$ cat config.mk
export PLATFORM = sky130hd
export DESIGN_NAME = kef_flags
export DESIGN_NICKNAME = d
export VERILOG_FILES = /design/src/verilog/kef_sync.v /design/src/verilog/kef_flags.v
export VERILOG_INCLUDE_DIRS = /design/src /design/src/inc
export SDC_FILE = /design/constraint.sdc
export NUM_CORES = 1
export LEC_CHECK = 0
export ABC_CLOCK_PERIOD_IN_PS = 3250
export BUFFER_PORTS_ARGS = -buffer_cell sky130_fd_sc_hd__buf_2
export CAP_MARGIN = 20
export CORE_MARGIN = 2
export CORE_UTILIZATION = 60
export CTS_BUF_LIST = sky130_fd_sc_hd__clkbuf_8
export DETAILED_ROUTE_END_ITERATION = 12
export HOLD_SLACK_MARGIN = 0.02
export PLACE_DENSITY = 0.78
export REMOVE_ABC_BUFFERS = 1
export SYNTH_ARGS = -nofsm -noshare
export SYNTH_HDL_FRONTEND = slang
export SYNTH_SLANG_ARGS = --single-unit
export TNS_END_PERCENT = 10
$ cat constraint.sdc
create_clock -name mclk -period 3.25 [get_ports mclk]
set_clock_uncertainty 0.1 [all_clocks]
set_input_delay 0.4875 -clock mclk [delete_from_list [all_inputs] [get_ports mclk]]
set_output_delay 0.4875 -clock mclk [all_outputs]
set_load 0.05 [all_outputs]
$ cat src/inc/kef_map.vh
`ifndef KEF_MAP_VH
`define KEF_MAP_VH

// Register pointer of the key event flag register.
`define KEF_KEY_FLAGS_OFS 8'h02
// Reset value of the six implemented flag bits (bits 7 down to 2).
`define KEF_KEY_FLAGS_RST 6'h00
// Lowest register bit used by the key flags (key 0 press).
`define KEF_KEY_BASE_BIT 2
// Number of keys covered by this register slice.
`define KEF_NUM_KEYS 3
// Value that unmapped pointers and unimplemented bits read as.
`define KEF_READ_ZERO 8'h00
// Seven-bit bus address of the device; the value is arbitrary.
`define KEF_DEV_ADDR 7'h3b
// Time the core needs after a read before the flags clear, in microseconds.
`define KEF_CLEAR_TIME_US 200
// Core clock rate in MHz.
`define KEF_MCLK_MHZ 200
// Clear delay in core clock cycles.
`define KEF_CLEAR_CYCLES (`KEF_CLEAR_TIME_US * `KEF_MCLK_MHZ)

`endif

$ cat src/verilog/kef_sync.v
`timescale 1ns/10ps
`default_nettype none

// Two-stage synchroniser for levels that arrive from outside the core clock domain.
module kef_sync #(
    parameter WIDTH = 2
) (
    input wire mclk, // Core clock.
    input wire rst, // Asynchronous reset, active high.
    input wire ce, // Clock enable; state holds while low.
    input wire [WIDTH-1:0] async_in, // Unsynchronised inputs.
    output wire [WIDTH-1:0] sync_out // Synchronised outputs.
);

    reg [WIDTH-1:0] meta_r; // First stage, read only by the second stage.
    reg [WIDTH-1:0] sync_r; // Second stage.

    // Both stages idle high, matching the bus lines at rest.
    always @(posedge mclk or posedge rst)
    begin
        if (rst)
        begin
            meta_r <= {WIDTH{1'b1}};
            sync_r <= {WIDTH{1'b1}};
        end
        else if (ce)
        begin
            meta_r <= async_in;
            sync_r <= meta_r;
        end
    end

    assign sync_out = sync_r;

endmodule // kef_sync

`default_nettype wire

$ cat src/verilog/kef_flags.v
`timescale 1ns/10ps
`default_nettype none
`include "kef_map.vh"

module kef_flags #(
    parameter NKEYS = `KEF_NUM_KEYS,
    parameter CLEAR_CYCLES = `KEF_CLEAR_CYCLES,
    parameter [6:0] DEV_ADDR = `KEF_DEV_ADDR
) (
    input wire mclk, // Core clock, 200 MHz.
    input wire rst, // Asynchronous reset, active high.
    input wire ce, // Clock enable; all state holds while low.
    input wire [NKEYS-1:0] press_qual, // Press qualified by press_qualify_timer, per key.
    input wire [NKEYS-1:0] release_qual, // Release qualified by release_qualify_timer, per key.
    input wire key_detect_enable, // Key detection enable setting.
    input wire accessory_removed, // One-cycle pulse on accessory removal.
    input wire scl_in, // Bus clock pin.
    input wire sda_in, // Bus data pin, input side.
    output wire sda_o, // Bus data pin, output value.
    output reg sda_oe, // Bus data pin, high while driven low.
    output reg int_n, // Interrupt output, active low.
    output wire [2*NKEYS-1:0] flags // Current flag bits 7 down to 2.
);

    localparam NF = 2 * NKEYS;
    // The clear delay counter is 16 bits wide; the full parameter is cut to it on purpose.
    localparam [31:0] CLR_FULL = CLEAR_CYCLES;
    localparam [15:0] CLR_LOAD = CLR_FULL[15:0];
    // Bus engine states.
    localparam [2:0] ST_IDLE = 3'd0;
    localparam [2:0] ST_ADDR = 3'd1;
    localparam [2:0] ST_ACKA = 3'd2;
    localparam [2:0] ST_WDAT = 3'd3;
    localparam [2:0] ST_ACKW = 3'd4;
    localparam [2:0] ST_RDAT = 3'd5;
    localparam [2:0] ST_RACK = 3'd6;

    wire scl_s; // Synchronised bus clock.
    wire sda_s; // Synchronised bus data.
    reg scl_d; // Previous synchronised bus clock.
    reg sda_d; // Previous synchronised bus data.
    reg [NF-1:0] flag_r; // Event flags, bit 0 is register bit 2.
    wire [NF-1:0] flag_nxt; // Next value of the flags.
    reg [NKEYS-1:0] press_d; // Previous press qualification levels.
    reg [NKEYS-1:0] rel_d; // Previous release qualification levels.
    reg en_d; // Enable as seen last cycle.
    reg [2:0] state_r; // Bus engine state.
    reg [3:0] bit_r; // Bits moved in the current byte.
    reg [7:0] shift_r; // Shift register for both directions.
    reg [7:0] ptr_r; // Register pointer.
    reg rw_r; // High for a read transfer.
    reg [NF-1:0] snap_r; // Flag bits presented in the byte being read.
    reg [NF-1:0] pend_r; // Flag bits waiting for the delayed clear.
    reg [15:0] clr_cnt_r; // Delay count before the clear.
    reg [NF-1:0] clr_mask; // Bits cleared this cycle.
    reg flush; // Whole-register clear this cycle.
    reg rd_done; // A read of the flag register finished this cycle.

    wire scl_rise = scl_s & ~scl_d;
    wire scl_fall = ~scl_s & scl_d;
    wire start_c = scl_s & scl_d & sda_d & ~sda_s;
    wire stop_c = scl_s & scl_d & ~sda_d & sda_s;

    kef_sync #(
        .WIDTH(2)
    ) u_sync (
        .mclk(mclk),
        .rst(rst),
        .ce(ce),
        .async_in({scl_in, sda_in}),
        .sync_out({scl_s, sda_s})
    );

    // The pin is only ever pulled low, so the data value is a constant zero.
    assign sda_o = 1'b0;
    assign flags = flag_r;

    // Any removal or a low enable empties the register; removal itself stands for the enable being forced low.
    always @*
    begin
        flush = ~key_detect_enable | accessory_removed;
        clr_mask = {NF{1'b0}};
        if (pend_r != {NF{1'b0}} && clr_cnt_r == 16'h0000)
        begin
            clr_mask = pend_r;
        end
    end

    // Per key, set follows a rising qualified level only, so a held key raises one event.
    genvar k;
    generate
        for (k = 0; k < NKEYS; k = k + 1)
        begin : g_key
            wire p_set = press_qual[k] & ~press_d[k] & key_detect_enable & en_d;
            wire r_set = release_qual[k] & ~rel_d[k] & key_detect_enable & en_d;
            // A set beats a read clear landing in the same cycle, but a flush beats both.
            assign flag_nxt[2*k] = ~flush & (p_set | (flag_r[2*k] & ~clr_mask[2*k]));
            // A fresh press wipes the stale release of the same key.
            assign flag_nxt[2*k+1] = ~flush & (r_set | (flag_r[2*k+1] & ~clr_mask[2*k+1] & ~p_set));
        end
    endgenerate

    // Flag storage, edge history and interrupt pin.
    always @(posedge mclk or posedge rst)
    begin
        if (rst)
        begin
            flag_r <= `KEF_KEY_FLAGS_RST;
            press_d <= {NKEYS{1'b0}};
            rel_d <= {NKEYS{1'b0}};
            en_d <= 1'b0;
            int_n <= 1'b1;
        end
        else if (ce)
        begin
            flag_r <= flag_nxt;
            press_d <= press_qual;
            rel_d <= release_qual;
            en_d <= key_detect_enable;
            // Key events are not subject to the conversion interrupt mask.
            int_n <= ~(|flag_nxt);
        end
    end

    // Delayed clear: the read bits are dropped a fixed time after the read, not at once.
    always @(posedge mclk or posedge rst)
    begin
        if (rst)
        begin
            pend_r <= {NF{1'b0}};
            clr_cnt_r <= 16'h0000;
        end
        else if (ce)
        begin
            if (flush)
            begin
                pend_r <= {NF{1'b0}};
                clr_cnt_r <= 16'h0000;
            end
            else if (rd_done)
            begin
                // A second read restarts the wait and widens the set of bits to clear.
                pend_r <= (clr_mask != {NF{1'b0}}) ? snap_r : (pend_r | snap_r);
                clr_cnt_r <= CLR_LOAD - 16'h0001;
            end
            else if (clr_mask != {NF{1'b0}})
            begin
                pend_r <= {NF{1'b0}};
            end
            else if (clr_cnt_r != 16'h0000)
            begin
                clr_cnt_r <= clr_cnt_r - 16'h0001;
            end
        end
    end

    // Completion of a read byte of the flag register, taken at the acknowledge clock's falling edge.
    always @*
    begin
        rd_done = (state_r == ST_RACK) && scl_fall && (ptr_r == `KEF_KEY_FLAGS_OFS) && !start_c && !stop_c;
    end

    // Bus engine: address, one pointer byte on writes, data bytes on reads. No clock stretching.
    always @(posedge mclk or posedge rst)
    begin
        if (rst)
        begin
            scl_d <= 1'b1;
            sda_d <= 1'b1;
            state_r <= ST_IDLE;
            bit_r <= 4'h0;
            shift_r <= 8'h00;
            ptr_r <= 8'h00;
            rw_r <= 1'b0;
            snap_r <= {NF{1'b0}};
            sda_oe <= 1'b0;
        end
        else if (ce)
        begin
            scl_d <= scl_s;
            sda_d <= sda_s;
            if (start_c)
            begin
                state_r <= ST_ADDR;
                bit_r <= 4'h0;
                sda_oe <= 1'b0;
            end
            else if (stop_c)
            begin
                state_r <= ST_IDLE;
                sda_oe <= 1'b0;
            end
            else
            begin
                case (state_r)
                    ST_IDLE:
                    begin
                        sda_oe <= 1'b0;
                    end
                    ST_ADDR, ST_WDAT:
                    begin
                        if (scl_rise && bit_r != 4'h8)
                        begin
                            shift_r <= {shift_r[6:0], sda_s};
                            bit_r <= bit_r + 4'h1;
                        end
                        else if (scl_fall && bit_r == 4'h8)
                        begin
                            bit_r <= 4'h0;
                            if (state_r == ST_WDAT)
                            begin
                                ptr_r <= shift_r;
                                state_r <= ST_ACKW;
                                sda_oe <= 1'b1;
                            end
                            else if (shift_r[7:1] == DEV_ADDR)
                            begin
                                rw_r <= shift_r[0];
                                state_r <= ST_ACKA;
                                sda_oe <= 1'b1;
                            end
                            else
                            begin
                                // Another device's address: stay off the bus until the next start.
                                state_r <= ST_IDLE;
                            end
                        end
                    end
                    ST_ACKA, ST_ACKW:
                    begin
                        if (scl_fall)
                        begin
                            if (state_r == ST_ACKA && rw_r)
                            begin
                                // Only the flag register is modelled; other pointers read zero.
                                if (ptr_r == `KEF_KEY_FLAGS_OFS)
                                begin
                                    shift_r <= {flag_r, 2'b00};
                                    snap_r <= flag_r;
                                    sda_oe <= ~flag_r[NF-1];
                                end
                                else
                                begin
                                    shift_r <= `KEF_READ_ZERO;
                                    snap_r <= {NF{1'b0}};
                                    sda_oe <= 1'b1;
                                end
                                bit_r <= 4'h1;
                                state_r <= ST_RDAT;
                            end
                            else
                            begin
                                // Writes carry a pointer only; further bytes simply overwrite it.
                                sda_oe <= 1'b0;
                                state_r <= ST_WDAT;
                            end
                        end
                    end
                    ST_RDAT:
                    begin
                        if (scl_fall)
                        begin
                            if (bit_r == 4'h8)
                            begin
                                sda_oe <= 1'b0;
                                state_r <= ST_RACK;
                            end
                            else
                            begin
                                shift_r <= {shift_r[6:0], 1'b0};
                                sda_oe <= ~shift_r[6];
                                bit_r <= bit_r + 4'h1;
                            end
                        end
                    end
                    ST_RACK:
                    begin
                        if (scl_rise)
                        begin
                            rw_r <= ~sda_s;
                        end
                        else if (scl_fall)
                        begin
                            if (rw_r)
                            begin
                                // Controller acknowledged: present freshly sampled flags, minus the bits sent in the previous byte.
                                if (ptr_r == `KEF_KEY_FLAGS_OFS)
                                begin
                                    shift_r <= {flag_nxt & ~snap_r, 2'b00};
                                    snap_r <= flag_nxt & ~snap_r;
                                    sda_oe <= ~(flag_nxt[NF-1] & ~snap_r[NF-1]);
                                end
                                else
                                begin
                                    shift_r <= `KEF_READ_ZERO;
                                    sda_oe <= 1'b1;
                                end
                                bit_r <= 4'h1;
                                state_r <= ST_RDAT;
                            end
                            else
                            begin
                                state_r <= ST_IDLE;
                            end
                        end
                    end
                    default:
                    begin
                        state_r <= ST_IDLE;
                        sda_oe <= 1'b0;
                    end
                endcase
            end
        end
    end

endmodule // kef_flags

`default_nettype wire

After elaboration in Yosys (flattened, before gate mapping) --
Cells that the tools add are included. W data, S select, Z words.
Storage, ports and cells: flip-flop bits (word level) 73, input port bits 13, output and inout bits 9, word-level logic and storage cells 253
Operators by class: $add $sub $neg 2, equality and inequality tests 44, muxes and demuxes 76, bitwise logic cells 80, reduce and logical (&&, ||, !) cells 33
Operator list (count):
- $mux W8 | 10
- $mux W6 | 12
- $mux W16 | 4
- $mux W4 | 11
- $and A1 B1 Y1 | 41
- $ne A4 B4 Y1 const B | 10
- $mux W3 | 12
- $pmux W8 S4 | 1
- $not A1 Y1 | 29
- $ne A2 B2 Y1 const B | 14
- $ne A3 B3 Y1 const B | 9
- $reduce_and A9 Y1 | 3
- $mux W1 | 20
- $logic_not A16 Y1 | 1
- $pmux W4 S4 | 1
- $reduce_bool A16 Y1 | 1
- $sub A16 B1 Y16 const B | 1
- $pmux W3 S5 | 1
- $pmux W6 S2 | 1
- $reduce_and A12 Y1 | 1
- $reduce_bool A6 Y1 | 2
- $reduce_and A11 Y1 | 1
- $reduce_and A10 Y1 | 1
- $eq A3 B3 Y1 const B | 3
- 27 further kinds | 45

Longest topological paths before layout --
depth after elaboration 17, depth in mapped cells 9, mapped depth without buffers 7

Hierarchy --
From an unflattened synthesis, not the netlist that was laid out.
Unflattened totals: cells, all modules 458, area, all modules 4429.2 um2
Modules (own cells, without submodules):
- kef_flags | times used 1, cells an instance 449, area an instance 4275.4 um2
- kef_sync | times used 1, cells an instance 9, area an instance 153.9 um2

Worst setup path after synthesis --
Ideal clock, no wire load.
kind reg2reg, from register clr_cnt_r[0], to register clr_cnt_r[14], data arrival time 2211 ps, setup slack 860 ps, cell stages (with the launch flop) 8, buffers on the path 0, cell sequence dfrtp_1 -> inv_1 -> ha_1 -> or3b_2 -> nor4_1 -> nand2_1 -> or4b_1 -> a21oi_1
On the way: cells in the longest elaborated chain, start to end 6, elaborated cells between the ends (all ways) 13
RTL lines:
- start: declaration | RTL line kef_flags.v:54 | reg [15:0] clr_cnt_r;
- start signal: assignment | RTL line kef_flags.v:144 | clr_cnt_r <= CLR_LOAD - 16'h0001;
- start signal: assignment | RTL line kef_flags.v:152 | clr_cnt_r <= clr_cnt_r - 16'h0001;
- parallel branches: the longest is 6 deep, another holds $sub A16 B1 Y16
Several ways; the timed one is not identified. The select of a mux whose other input is x is not followed. A chain may end at the register's enable or synchronous reset.

Worst setup path in the final report --
Same ends and word-level chain as after synthesis.

==> summary.txt <==
STA
  – Final Hold Slack: around 0.14 ns
  – Final setup viols: 0
  – Final setup margin: 0.581 ns
  – Final Hold Fails: 0
  – Min cycle time layout: around 2.7 ns
  – Total negative slack: 0 ns
  – Final Cycle Share: 82.1%
  – Unrepaired setup endpoints after global routing: false
  – Max Freq: between 300 and 400 MHz
  – Slew @ Worst Pin: between 0.7 and 0.8 ns
  – Max Slew Vio Count: 0
  – Slew HR: 51.9%

Clock tree
  – Hold buffers post-CTS: 0
  – Clock Sink Count: 73
  – Clock Latency Late Sink: 0.37 ns
  – Post-cts resize count: 0
  – Postcts setup bufs: 0
  – Buffer levels on the longest clock path: 2
  – CTS H-tree depth: 3
  – Clk root buf: clkbuf_8
  – TritonCTS clock tree: built
  – Clk pin slew, worst setup/hold paths: roughly 0.08 ns
  – CTS buffer count: 9

Logic synthesis
  – Number of library cell types mapped by synthesis: 70
  – Top-area cell type share of the netlist area: a little under two fifths
  – Post-synth ARST share: between 90% and 100%
  – Area leader, netlist: dfrtp_1
  – Cells after Synth: between 400 and 500
  – Post-synthesis sequential area ratio: 41.6%
  – Synth Cell Area: about 0.0044 mm²
  – Post-synth EDFFs: 0
  – Mean Syn Cell Area: roughly 9.1 µm²
  – Yosys reg bits: 73
  – Synthesis Warnings: 0
  – Synth top area cells: dfrtp_1 (37%), mux2_2 (5.6%), o21ai_0 (4.2%)
  – Dominant synthesized flop cell: dfrtp_1

Pwr
  – Psw: about 0.0014 W
  – Clock power frac: approximately a quarter
  – Leak: ~2.1 nW
  – Flop pwr share: 40.6%
  – Worst IR drop on VDD: between 0.4 and 0.5 mV
  – Internal Power: 0.00207 W
  – Switching power share of the total: between 30% and 40%
  – Power Density: about 700 mW/mm²
  – Gate power share: between 30 and 40%

Detailed routing
  – Final wirelength: roughly 11000 µm
  – 1st-iter DRT viols: 438
  – Avg WL per Cell: ~19 µm
  – Vias: 4010
  – ANT nets after route: 0
  – Post-route DRC: 0
  – First drt pass iteration count: 5
  – Via density: roughly 6.6

Floorplanning
  – Die Area: about 0.008 mm²
  – Core area: around 0.0072 mm²
  – Die Y: between 80 and 90 µm
  – Initial cell density of the core: slightly above 60%
  – Die Width: approximately 90 µm
  – # rows: 31
  – IO Count: 22

Layout
  – Share of layout cells above drive strength 1: a little under a fifth
  – Layout net count: 518
  – Non-Filler Instances: about 610
  – N_diodes: 0
  – Area added between synthesis and finish: 10.2%
  – Post-route cell area: 0.00486 mm²
  – Commonest non-fill, non-tap cell in the layout: dfrtp_1
  – Most frequent cells in the layout: dfrtp_1 (66), o21ai_0 (37), nor2_1 (37), nand2_1 (36), a21oi_1 (29)

Global route
  – Remaining global-route overflow: 0
  – All-Layer GR Usage: between 20 and 30%
  – Initial antenna violation count: 0
  – Vias in the first global route: 3709
  – Largest net degree at the start of global routing: 41
  – First-pass GRT wire length: approximately 19000 µm

Critical path
  – Crit Path Max Fanout: 5
  – CP endpoint kind: flop
  – Worst EP arrival: 2.86 ns
  – R2R Path Start: clr_cnt_r[0]
  – Crit path from: clr_cnt_r[0]
  – Critical path startpoint category: flop
  – Req. time, crit path: between 3 and 4 ns
  – Crit path kind: reg2reg

Job
  – Max cap viols: 0

Placement
  – PortBufs: 20
  – Dpl ws: 0.592 ns
  – Placed cells: 589
  – Final HPWL DP: approximately 8000 µm
  – Gpl congestion: 0.964
  – DP Area: approximately 0.0046 mm²

Min path
  – Worst Hold Class: in2async

Run status
  – Status: complete, no violations
-- cell type report --
| type | instances | area (µm²) |
|---|---|---|
| clock buffers | 9 | 124 |
| clock inverters | 7 | 100 |
| fillers | 582 | 2320 |
| inverters | 25 | 93.8 |
| multi-input cells | 359 | 2370 |
| flip-flops and latches | 73 | 1840 |
| well taps | 99 | 124 |
| repair buffers | 33 | 210 |
-- synth_stat cells, drive strengths merged (4+ instances only) --
| library cell | n |
|---|---|
| a211oi | 5 |
| a21o | 5 |
| a21oi | 29 |
| a22o | 9 |
| a22oi | 4 |
| a311oi | 6 |
| a31oi | 14 |
| buf | 9 |
| clkbuf | 18 |
| dfrtp | 66 |
| dfstp | 7 |
| ha | 4 |
| inv | 25 |
| mux2 | 22 |
| nand2 | 36 |
| nand2b | 7 |
| nand3 | 11 |
| nand4 | 5 |
| nand4b | 6 |
| nor2 | 37 |
| nor2b | 6 |
| nor3 | 13 |
| nor4 | 10 |
| o211ai | 6 |
| o21a | 4 |
| o21ai | 38 |
| o22a | 8 |
| o22ai | 4 |
| o31ai | 6 |
| or3 | 6 |
| or4 | 4 |
-- path summary, 6_finish.rpt --
check                                      to  slack [ns]  cells past startpoint
max                             clr_cnt_r[14]        0.58                      7
min                                  ptr_r[2]        0.14                      2
max reg2reg                     clr_cnt_r[14]        0.58                      7
min reg2reg                u_sync.sync_out[0]        0.39                      2
max in group asynchronous               int_n        2.18                      3
min in group mclk            u_sync.meta_r[1]        0.25                      2
-- per-stage QoR --
step                utilization (%)  power (W)
floorplan                         -    0.00224
CTS                            67.7    0.00342
finish                         67.7    0.00344
detailed placement             64.6    0.00260
global route                   67.7    0.00365
global placement               64.6    0.00256
-- cell families (layout without fill, tap and decap cells) --
group	count (synthesis)	in the layout	share of synthesized area (%)
adder cells (fa/ha/maj)	4	4	1.14
AO/OA/AOI/OAI	160	160	24.7
multiplexers	25	25	6.30
buffers and inverters	52	74	4.63
XOR/XNOR	4	4	0.795
other	1	1	0.0850
AND/OR/NAND/NOR	165	165	20.7
flip-flops	73	73	41.6
-- routing by layer --
layer | routed length (µm) | GRT usage, % | part of all wire [%] | vias to the layer above
met5 | 0 | 0 | 0 | -
met4 | 230 | 12.6 | 2.0 | 0
met3 | 917 | 4.86 | 8.1 | 24
met2 | 5230 | 44.0 | 46 | 211
met1 | 4880 | 40.1 | 43 | 1908
li1 | - | - | - | 1867
-- power groups by stage --
stage / sequential, W / clock [W] / combinational [W]
finish: 0.00140 / 0.000826 / 0.00122
global route: 0.00143 / 0.000874 / 0.00134
CTS: 0.00139 / 0.000831 / 0.00120
detailed placement: 0.00140 / 0 / 0.00119
global placement: 0.00139 / 0 / 0.00117
floorplan: 0.00134 / 0 / 0.000893
-- sequential cells by signal (all words and copies together), names as in the netlist, 3 cells and up --
name and cells:
press_d 3, state_r 3, flags 6, shift_r 8, snap_r 6, bit_r 4, ptr_r 8, rel_d 3
pend_r 6, clr_cnt_r 16
-- worst max-delay path, cell delays in order (launching register included) --
cell and delay (ns):
dfrtp_1 0.42, inv_1 0.10, ha_1 0.18, or3b_2 0.49
nor4_1 0.45, nand2_1 0.20, or4b_1 0.50, a21oi_1 0.16
Note: power is estimated with default switching activity, not from simulation.
